### src/core/lprc_params.svh
// Register offsets, field positions, reset values and timing figures of the lamp/pin/RAM bank.
`ifndef LPRC_PARAMS_SVH
`define LPRC_PARAMS_SVH
`define LPRC_IDX_MISC 7'h38
`define LPRC_IDX_LAMP_MASK 7'h39
`define LPRC_IDX_SETTLE 7'h3D
`define LPRC_IDX_PINMAP 7'h3E
`define LPRC_IDX_POWER 7'h60
`define LPRC_IDX_LAMP_CTL 7'h68
`define LPRC_IDX_RAM_SEL 7'h6A
`define LPRC_IDX_WIN_BASE 7'h00
`define LPRC_WIN_COUNT 32
`define LPRC_MASK_ALL_ON 5'h1F
`define LPRC_MISC_SKIP_BIT 2
`define LPRC_CTL_FORCE_BIT 7
`define LPRC_CTL_INDEX_HI 5
`define LPRC_CTL_INDEX_LO 4
`define LPRC_POWER_BIT 0
`define LPRC_PIN_IRQ_HI 6
`define LPRC_PIN_IRQ_LO 4
`define LPRC_PIN_INVERT_BIT 3
`define LPRC_PIN_AUX_HI 2
`define LPRC_PIN_AUX_LO 0
`define LPRC_RAM_BANK_BIT 7
`define LPRC_RAM_OFS_HI 4
`define LPRC_RAM_OFS_LO 0
`define LPRC_RESET_BYTE 8'h00
`define LPRC_RAM_CHANNEL_SWITCH_MATRIX_A 5'h0C
`define LPRC_RAM_ANALOG_SETUP_AB 5'h10
`define LPRC_RAM_ANALOG_SETUP_CD 5'h11
`define LPRC_RAM_OFFSET_TRIM_DAC 5'h12
`define LPRC_SETTLE_UNIT_US 1024
`define LPRC_CLK_MHZ 20
`define LPRC_SETTLE_UNIT_CYCLES (`LPRC_SETTLE_UNIT_US * `LPRC_CLK_MHZ)
`endif

### src/core/lprc_pkg.sv
// Types shared by the lamp/pin/RAM configuration bank.
package lprc_pkg;
  typedef enum logic [2:0] {
    LPRC_SRC_NATIVE = 3'h0,
    LPRC_SRC_MEAS_DONE = 3'h1,
    LPRC_SRC_MEAS_ACTIVE = 3'h2,
    LPRC_SRC_LAMP_ACTIVE = 3'h3
  } lprc_pin_src_t;
  typedef enum logic [0:0] {
    LPRC_TMR_IDLE = 1'b0,
    LPRC_TMR_COUNT = 1'b1
  } lprc_tmr_state_t;
endpackage

### src/core/lprc_settle_if.sv
// Handshake between the register bank and the lamp settling timer.
`timescale 1ns/1ns
interface lprc_settle_if;
  logic start;
  logic firstCycle;
  logic skip;
  logic [7:0] units;
  logic busy;
  logic done;
  modport ctrl (output start, output firstCycle, output skip, output units, input busy,
    input done);
  modport timer (input start, input firstCycle, input skip, input units, output busy,
    output done);
endinterface

### src/core/lprc_settle_timer.sv
// Lamp settling delay timer, counted in units of one settle step.
`timescale 1ns/1ns
`include "lprc_params.svh"
module lprc_settle_timer
  import lprc_pkg::*;
#(
  parameter int unsigned UNIT_CYCLES = `LPRC_SETTLE_UNIT_CYCLES
)
(
  input wire logic clk,
  input wire logic rstN,
  lprc_settle_if.timer tif
);
  localparam logic [15:0] UNIT_LAST = 16'(UNIT_CYCLES - 1);
  lprc_tmr_state_t state_r, state_nxt;
  logic [15:0] tick_r, tick_nxt;
  logic [7:0] left_r, left_nxt;
  logic done_r, done_nxt;

  always_comb
  begin
    state_nxt = state_r;
    tick_nxt = tick_r;
    left_nxt = left_r;
    done_nxt = 1'b0;
    case (state_r)
      LPRC_TMR_IDLE:
      begin
        if (tif.start)
        begin
          // Later cycles may skip settling; a zero delay also completes at once.
          if ((tif.skip && !tif.firstCycle) || (tif.units == 8'h00))
            done_nxt = 1'b1;
          else
          begin
            state_nxt = LPRC_TMR_COUNT;
            tick_nxt = 16'h0000;
            left_nxt = tif.units;
          end
        end
      end
      LPRC_TMR_COUNT:
      begin
        if (tick_r == UNIT_LAST)
        begin
          tick_nxt = 16'h0000;
          left_nxt = left_r - 8'h01;
          if (left_r == 8'h01)
          begin
            state_nxt = LPRC_TMR_IDLE;
            done_nxt = 1'b1;
          end
        end
        else
          tick_nxt = tick_r + 16'h0001;
      end
      default:
        state_nxt = LPRC_TMR_IDLE;
    endcase
  end

  always_ff @(posedge clk or negedge rstN)
  begin
    if (!rstN)
    begin
      state_r <= LPRC_TMR_IDLE;
      tick_r <= 16'h0000;
      left_r <= 8'h00;
      done_r <= 1'b0;
    end
    else
    begin
      state_r <= state_nxt;
      tick_r <= tick_nxt;
      left_r <= left_nxt;
      done_r <= done_nxt;
    end
  end

  assign tif.busy = (state_r == LPRC_TMR_COUNT);
  assign tif.done = done_r;
endmodule // lprc_settle_timer

### src/core/lprc_config_regs.sv
// Lamp mask, settle delay, pin routing and configuration RAM window registers.
// Behaviour
// - Hold a five-bit lamp mask per cycle; 0x1F lights all lamps, others reserved.
// - Two-bit cycle index steers mask writes to cycle A, B, C or D.
// - Delay integration after lamp switch-on by settle value times 1024 microseconds.
// - With the skip bit set, omit settling between cycles A through D.
// - Three-bit selector routes interrupt, done, active or lamp onto the interrupt pin.
// - Polarity bit inverts the interrupt pin level for any selected source.
// - Three-bit selector routes aux output, done, active or lamp onto the aux pin.
// - Bank bit maps the configuration RAM; five-bit index sets the window start.
// - RAM 0x0C channel switch A, 0x10-0x11 analog setup, 0x12 offset trim.
// - Lamp force-on acts only with power on and clears when power clears.
//
// The Avalon-MM slave port was left to the implementer.
`timescale 1ns/1ns
`include "lprc_params.svh"
module lprc_config_regs
  import lprc_pkg::*;
#(
  parameter int unsigned SETTLE_UNIT_CYCLES = `LPRC_SETTLE_UNIT_CYCLES
)
(
  input wire logic clk,
  input wire logic rst_n,
  input wire logic [8:0] address,
  input wire logic read,
  input wire logic write,
  input wire logic [3:0] byteenable,
  input wire logic [31:0] writedata,
  output logic [31:0] readdata,
  output logic waitrequest,
  input wire logic irqSignal,
  input wire logic auxOut,
  input wire logic measDone,
  input wire logic measActive,
  input wire logic lampActive,
  input wire logic lampOnStart,
  input wire logic lampFirstCycle,
  output logic settleDone,
  output logic settleBusy,
  output logic irqOutPin,
  output logic auxOutPin,
  output logic lampForceOn,
  output logic [4:0] lampMaskA,
  output logic [4:0] lampMaskB,
  output logic [4:0] lampMaskC,
  output logic [4:0] lampMaskD,
  output logic [7:0] channelSwitchA,
  output logic [7:0] analogSetupAb,
  output logic [7:0] analogSetupCd,
  output logic [7:0] offsetTrimDac
);
  logic rstSync1_r, rstSync2_r;
  logic rstN;
  logic ack_r, ack_nxt;
  logic [31:0] rdata_r, rdata_nxt;
  logic [4:0] mask_r [4];
  logic [4:0] mask_nxt [4];
  logic [7:0] settle_r, settle_nxt;
  logic [6:0] pinmap_r, pinmap_nxt;
  logic [7:0] ramSel_r, ramSel_nxt;
  logic [1:0] cycIdx_r, cycIdx_nxt;
  logic force_r, force_nxt;
  logic power_r, power_nxt;
  logic skip_r, skip_nxt;
  logic [7:0] ram_r [`LPRC_WIN_COUNT];
  logic [7:0] ram_nxt [`LPRC_WIN_COUNT];
  logic irq_r, irq_nxt;
  logic aux_r, aux_nxt;
  logic [6:0] idx;
  logic inWindow;
  logic [4:0] ramAddr;
  logic wrEn;
  lprc_settle_if settleIf ();

  // Reset is asserted at once but released only after two clean edges.
  always_ff @(posedge clk or negedge rst_n)
  begin
    if (!rst_n)
    begin
      rstSync1_r <= 1'b0;
      rstSync2_r <= 1'b0;
    end
    else
    begin
      rstSync1_r <= 1'b1;
      rstSync2_r <= rstSync1_r;
    end
  end
  assign rstN = rstSync2_r;

  assign idx = address[8:2];
  assign inWindow = ramSel_r[`LPRC_RAM_BANK_BIT] && (idx[6:5] == `LPRC_IDX_WIN_BASE >> 5);
  assign ramAddr = ramSel_r[`LPRC_RAM_OFS_HI:`LPRC_RAM_OFS_LO] + idx[4:0];
  // One wait state: the answer is ready the cycle after the request appears.
  assign waitrequest = (read || write) && !ack_r;
  assign wrEn = write && ack_r && byteenable[0];

  always_comb
  begin
    ack_nxt = (read || write) && !ack_r;
    rdata_nxt = rdata_r;
    mask_nxt = mask_r;
    settle_nxt = settle_r;
    pinmap_nxt = pinmap_r;
    ramSel_nxt = ramSel_r;
    cycIdx_nxt = cycIdx_r;
    force_nxt = force_r;
    power_nxt = power_r;
    skip_nxt = skip_r;
    ram_nxt = ram_r;
    if (read && !ack_r)
    begin
      rdata_nxt = 32'h00000000;
      if (inWindow)
        rdata_nxt[7:0] = ram_r[ramAddr];
      else
        case (idx)
          `LPRC_IDX_MISC: rdata_nxt[`LPRC_MISC_SKIP_BIT] = skip_r;
          `LPRC_IDX_LAMP_MASK: rdata_nxt[4:0] = mask_r[cycIdx_r];
          `LPRC_IDX_SETTLE: rdata_nxt[7:0] = settle_r;
          `LPRC_IDX_PINMAP: rdata_nxt[6:0] = pinmap_r;
          `LPRC_IDX_POWER: rdata_nxt[`LPRC_POWER_BIT] = power_r;
          `LPRC_IDX_LAMP_CTL:
          begin
            rdata_nxt[`LPRC_CTL_FORCE_BIT] = force_r;
            rdata_nxt[`LPRC_CTL_INDEX_HI:`LPRC_CTL_INDEX_LO] = cycIdx_r;
          end
          `LPRC_IDX_RAM_SEL: rdata_nxt[7:0] = ramSel_r;
          default: rdata_nxt = 32'h00000000;
        endcase
    end
    if (wrEn)
    begin
      if (inWindow)
        ram_nxt[ramAddr] = writedata[7:0];
      else
        case (idx)
          `LPRC_IDX_MISC: skip_nxt = writedata[`LPRC_MISC_SKIP_BIT];
          `LPRC_IDX_LAMP_MASK: mask_nxt[cycIdx_r] = writedata[4:0];
          `LPRC_IDX_SETTLE: settle_nxt = writedata[7:0];
          `LPRC_IDX_PINMAP: pinmap_nxt = writedata[6:0];
          `LPRC_IDX_POWER: power_nxt = writedata[`LPRC_POWER_BIT];
          `LPRC_IDX_LAMP_CTL:
          begin
            force_nxt = writedata[`LPRC_CTL_FORCE_BIT];
            cycIdx_nxt = writedata[`LPRC_CTL_INDEX_HI:`LPRC_CTL_INDEX_LO];
          end
          `LPRC_IDX_RAM_SEL:
          begin
            ramSel_nxt = writedata[7:0];
            ramSel_nxt[6:5] = 2'h0;
          end
          default: ramSel_nxt = ramSel_r;
        endcase
    end
    // Force-on cannot survive power-off, even if written in the same access.
    if (!power_nxt)
      force_nxt = 1'b0;
  end

  always_ff @(posedge clk or negedge rstN)
  begin
    if (!rstN)
    begin
      ack_r <= 1'b0;
      rdata_r <= 32'h00000000;
      mask_r <= '{default: 5'h00};
      settle_r <= `LPRC_RESET_BYTE;
      pinmap_r <= 7'h00;
      ramSel_r <= `LPRC_RESET_BYTE;
      cycIdx_r <= 2'h0;
      force_r <= 1'b0;
      power_r <= 1'b0;
      skip_r <= 1'b0;
      ram_r <= '{default: 8'h00};
    end
    else
    begin
      ack_r <= ack_nxt;
      rdata_r <= rdata_nxt;
      mask_r <= mask_nxt;
      settle_r <= settle_nxt;
      pinmap_r <= pinmap_nxt;
      ramSel_r <= ramSel_nxt;
      cycIdx_r <= cycIdx_nxt;
      force_r <= force_nxt;
      power_r <= power_nxt;
      skip_r <= skip_nxt;
      ram_r <= ram_nxt;
    end
  end

  // Reserved selector codes give a low source, so the pin rests at its idle level.
  always_comb
  begin
    case (lprc_pin_src_t'(pinmap_r[`LPRC_PIN_IRQ_HI:`LPRC_PIN_IRQ_LO]))
      LPRC_SRC_NATIVE: irq_nxt = irqSignal;
      LPRC_SRC_MEAS_DONE: irq_nxt = measDone;
      LPRC_SRC_MEAS_ACTIVE: irq_nxt = measActive;
      LPRC_SRC_LAMP_ACTIVE: irq_nxt = lampActive;
      default: irq_nxt = 1'b0;
    endcase
    irq_nxt = irq_nxt ^ pinmap_r[`LPRC_PIN_INVERT_BIT];
    case (lprc_pin_src_t'(pinmap_r[`LPRC_PIN_AUX_HI:`LPRC_PIN_AUX_LO]))
      LPRC_SRC_NATIVE: aux_nxt = auxOut;
      LPRC_SRC_MEAS_DONE: aux_nxt = measDone;
      LPRC_SRC_MEAS_ACTIVE: aux_nxt = measActive;
      LPRC_SRC_LAMP_ACTIVE: aux_nxt = lampActive;
      default: aux_nxt = 1'b0;
    endcase
  end

  always_ff @(posedge clk or negedge rstN)
  begin
    if (!rstN)
    begin
      irq_r <= 1'b0;
      aux_r <= 1'b0;
    end
    else
    begin
      irq_r <= irq_nxt;
      aux_r <= aux_nxt;
    end
  end

  assign settleIf.start = lampOnStart;
  assign settleIf.firstCycle = lampFirstCycle;
  assign settleIf.skip = skip_r;
  assign settleIf.units = settle_r;

  lprc_settle_timer #(
    .UNIT_CYCLES(SETTLE_UNIT_CYCLES)
  ) settleTimer (
    .clk(clk),
    .rstN(rstN),
    .tif(settleIf)
  );

  assign readdata = rdata_r;
  assign settleDone = settleIf.done;
  assign settleBusy = settleIf.busy;
  assign irqOutPin = irq_r;
  assign auxOutPin = aux_r;
  assign lampForceOn = force_r && power_r;
  assign lampMaskA = mask_r[0];
  assign lampMaskB = mask_r[1];
  assign lampMaskC = mask_r[2];
  assign lampMaskD = mask_r[3];
  assign channelSwitchA = ram_r[`LPRC_RAM_CHANNEL_SWITCH_MATRIX_A];
  assign analogSetupAb = ram_r[`LPRC_RAM_ANALOG_SETUP_AB];
  assign analogSetupCd = ram_r[`LPRC_RAM_ANALOG_SETUP_CD];
  assign offsetTrimDac = ram_r[`LPRC_RAM_OFFSET_TRIM_DAC];
endmodule // lprc_config_regs

### config.mk
export PLATFORM = sky130hd
export DESIGN_NAME = lprc_config_regs
export DESIGN_NICKNAME = d
export VERILOG_FILES = /design/src/core/lprc_pkg.sv /design/src/core/lprc_settle_if.sv /design/src/core/lprc_settle_timer.sv /design/src/core/lprc_config_regs.sv
export VERILOG_INCLUDE_DIRS = /design/src /design/src/core
export SDC_FILE = /design/constraint.sdc
export NUM_CORES = 1
export LEC_CHECK = 0
export ABC_AREA = 1
export CAP_MARGIN = 20
export CORE_UTILIZATION = 40
export DETAILED_ROUTE_END_ITERATION = 16
export DONT_BUFFER_PORTS = 1
export PLACE_DENSITY = 0.6
export SYNTH_ARGS = -nofsm -noshare
export SYNTH_HDL_FRONTEND = slang
export SYNTH_SLANG_ARGS = --single-unit
### constraint.sdc
create_clock -name clk -period 29.1 [get_ports clk]
set_input_delay 2.91 -clock clk [delete_from_list [all_inputs] [get_ports clk]]
set_output_delay 2.91 -clock clk [all_outputs]
set_load 0.005 [all_outputs]
==> out/qor.csv <==
metric,value,unit
outcome,"finished, final reports clean",
path_cells,nor2_1 > nor2_1,
required,26.19,ns
ys_ff_latch,341,
die_h,209,µm
cts_max_path_buffers,3,
clock-sinks,341,
grt_usage,20.6,%
synth_area_per_cell,8.00,µm²
drv_cap,0,
antennaDiodeCount,0,
p_clk_share,47.3,%
drive_gt1_share,6.99,%
clock_latency,0.56,ns
synth_top_area_cell,dfrtp_1,
ioPinCount,146,
start_util,40.6,%
critPathTopFamily,simple AND/OR/NAND/NOR gates,
p_total,1.03,mW
synth_top_area_share,50.0,%
startpoint,write,
post-route-period-util,20.6,%
worstMarginPinSlew,1.11,ns
setup_violations,0,
wl_per_cell,16.9,µm
fin_nets,2114,
cp_common_cell,nor2_1,
fin_crit,5.99,ns
cts_made_buffers,38,
placement_rows,75,
max_freq,167,MHz
relSlewSlack,25.8,%
drt.antenna.violating_nets,0,
cts-root-buf,clkbuf_16,
vias_per_cell,5.15,
syn_inst,2133,
worst-path-buf-inv,0,
postLayoutCoreUtil,43.2,%
synthesis.area,0.0171,mm²
grt_pass1_wl,70.8,mm
first_pass_iters,5,
rsz0062_at_grt,no,
worst_hold_slack,0.149,ns
area_delta_synth_final,6.49,%
seq_power_share,46.7,%
hpwl,28.4,mm
vias,13500,
cpMaxStageDelayCell,nor2_1,
p_sw_share,24.2,%
crit_arrival,3.08,ns
grt_overflow,0,
post_cts_buffers,0,
drc,0,
cts_hold_buf,0,
ys_types,42,
critPathMaxStageDelay,0.15,ns
cts_resized,0,
port_buffers,0,
endpoint_kind,output port,
final_max_slew_viol_count,0,
path_max_fanout,2,
worstReg2RegStart,ramSel_r[0]$_DFFE_PN0P_,
critPathKind,input pin to output port,
internal-power,780,µW
gp_congestion,0.884,
switchingPower,249,µW
chipWidth,209,µm
ir_drop,0.0459,mV
hold_viol_final,0,
crit_path_start_kind,input pin,
core_region_area,0.0420,mm²
power_leakage,8.62,nW
yosys-top-cells-area,"dfrtp_1 50%, nand2_1 15%, o21ai_0 7.0%",
yosys_warnings,0,
worst_clock_skew,0.0233,ns
drt-total-wl,44.2,mm
htree_levels,2,
p_per_area,56.6,mW/mm²
p_comb_share,5.9,%
path_clk_slew,0.05,ns
ys_seq_area_share,50.0,%
drtIter0Drc,1251,
hp-class,flop to asynchronous set/reset pin,
grt_pass1_vias,12600,
finalSetupTns,0,ns
antenna_found_initial,0,
cts_tree,built,
grt_max_degree,200,
fp.dieArea,0.0435,mm²
[registers in the layout, summed over array words and instances (netlist names), 6 cells and up]
name,cells
ram_r,224
channelSwitchA,8
analogSetupCd,8
pinmap_r,7
ramSel_r,6
settleIf.units,8
readdata,8
settleTimer.tick_r,16
settleTimer.left_r,8
analogSetupAb,8
offsetTrimDac,8
[synth_stat cells, drive strengths merged]
| cell | count |
|---|---|
| or2 | 4 |
| inv | 124 |
| a21oi | 67 |
| a41oi | 2 |
| fa | 1 |
| o21ai | 328 |
| and3 | 1 |
| o21bai | 1 |
| o21a | 1 |
| a31oi | 3 |
| nand4 | 24 |
| nor4 | 3 |
| buf | 115 |
| clkbuf | 48 |
| xnor2 | 1 |
| dfrtp | 341 |
| a31o | 2 |
| nor2 | 170 |
| conb | 2 |
| o31a | 1 |
| nor3 | 12 |
| o31ai | 1 |
| o32ai | 1 |
| and2 | 1 |
| nand2 | 745 |
| nand3b | 7 |
| o22ai | 3 |
| xor2 | 8 |
| ha | 7 |
| nand3 | 109 |
[worst paths after layout]
path                                                           to  slack (ns)  cells past startpoint
worst max-delay path                                  waitrequest       23.11                      2
worst min-delay path                 analogSetupCd[4]$_DFFE_PN0P_        0.15                      0
worst max register to register            readdata[5]$_DFFE_PN0P_       25.35                     16
worst min register to register       analogSetupCd[4]$_DFFE_PN0P_        0.15                      0
max in group asynchronous       settleTimer.tick_r[2]$_DFFE_PN0P_       26.11                      3
min in group clk                                   rstN$_DFF_PN0_        0.36                      0
[metal layers]
| metal | routed length (µm) | part of all wire, % | track usage (%) | vias up |
|---|---|---|---|---|
| met1 | 20500 | 46 | 29.4 | 6372 |
| li1 | - | - | - | 6641 |
| met4 | 1040 | 2.4 | 6.69 | 0 |
| met2 | 19700 | 45 | 31.4 | 380 |
| met5 | 0 | 0 | 0 | - |
| met3 | 2940 | 6.7 | 4.08 | 61 |
[cell usage in the layout, fill, tap and decap left out, types with 7 or more instances in the layout]
cell type,count
clkbuf_1,9
o21ai_0,240
nor2_1,153
buf_4,16
inv_1,123
nor3_1,10
nand3_1,108
nor2_4,8
nand2_1,701
dfrtp_1,340
nand2_4,20
clkbuf_16,39
nand4_1,24
clkbuf_8,7
conb_1,25
o21ai_1,88
nand3b_1,7
xor2_1,8
ha_1,7
nor2_8,9
a21oi_1,67
nand2_2,24
[area by class of cell]
class	count	area, µm²
flip-flops and latches	341	8540
clock buffers	55	1110
repair buffers	17	140
multi-input cells	1528	7100
fillers	4195	23900
clock inverters	10	146
inverters	124	465
well taps	539	674
[metrics by stage]
step / setup slack [ns] / area [µm²] / std cells
finish: 23.11 / 18200 / 2614
global route: 23.06 / 18200 / 2614
CTS: 23.11 / 18200 / 2614
detailed placement: 22.94 / 16900 / 2549
global placement: 22.92 / 16900 / 2549
floorplan: 18.89 / 17100 / 2156
[power by group through the flow]
stage          Sequential, mW  Clock [mW]  Combinational (mW)
2_1_floorplan           0.495           0              0.0378
5_1_grt                 0.481       0.517              0.0679
6_report                0.481       0.487              0.0610
3_5_place_dp            0.489           0              0.0614
4_1_cts                 0.481       0.497              0.0617
3_3_place_gp            0.489           0              0.0608
[worst register-to-register path, stage by stage (launching register included)]
cell and delay (ns):
dfrtp_1 0.40, ha_1 0.23, fa_1 0.50, buf_4 0.30, inv_1 0.39, nor2_4 0.31, buf_4 0.55, nand2_1 0.14
nand2_1 0.12, nor2_1 0.05, nand2_1 0.06, nand2_1 0.07, nor2_1 0.17, nor2_1 0.08, nand3_1 0.15, nand2_1 0.11
nand2_1 0.07
[kinds of logic after synthesis]
family | count (synthesis) | synth area share, %
xor+xnor | 9 | 0.462
simple gates | 1076 | 27.6
flops | 341 | 50.0
buf+inv | 287 | 9.00
compound gates | 410 | 12.2
other cells | 2 | 0.0440
fa+ha+maj | 8 | 0.631
Note: power is estimated with default switching activity, not from simulation.
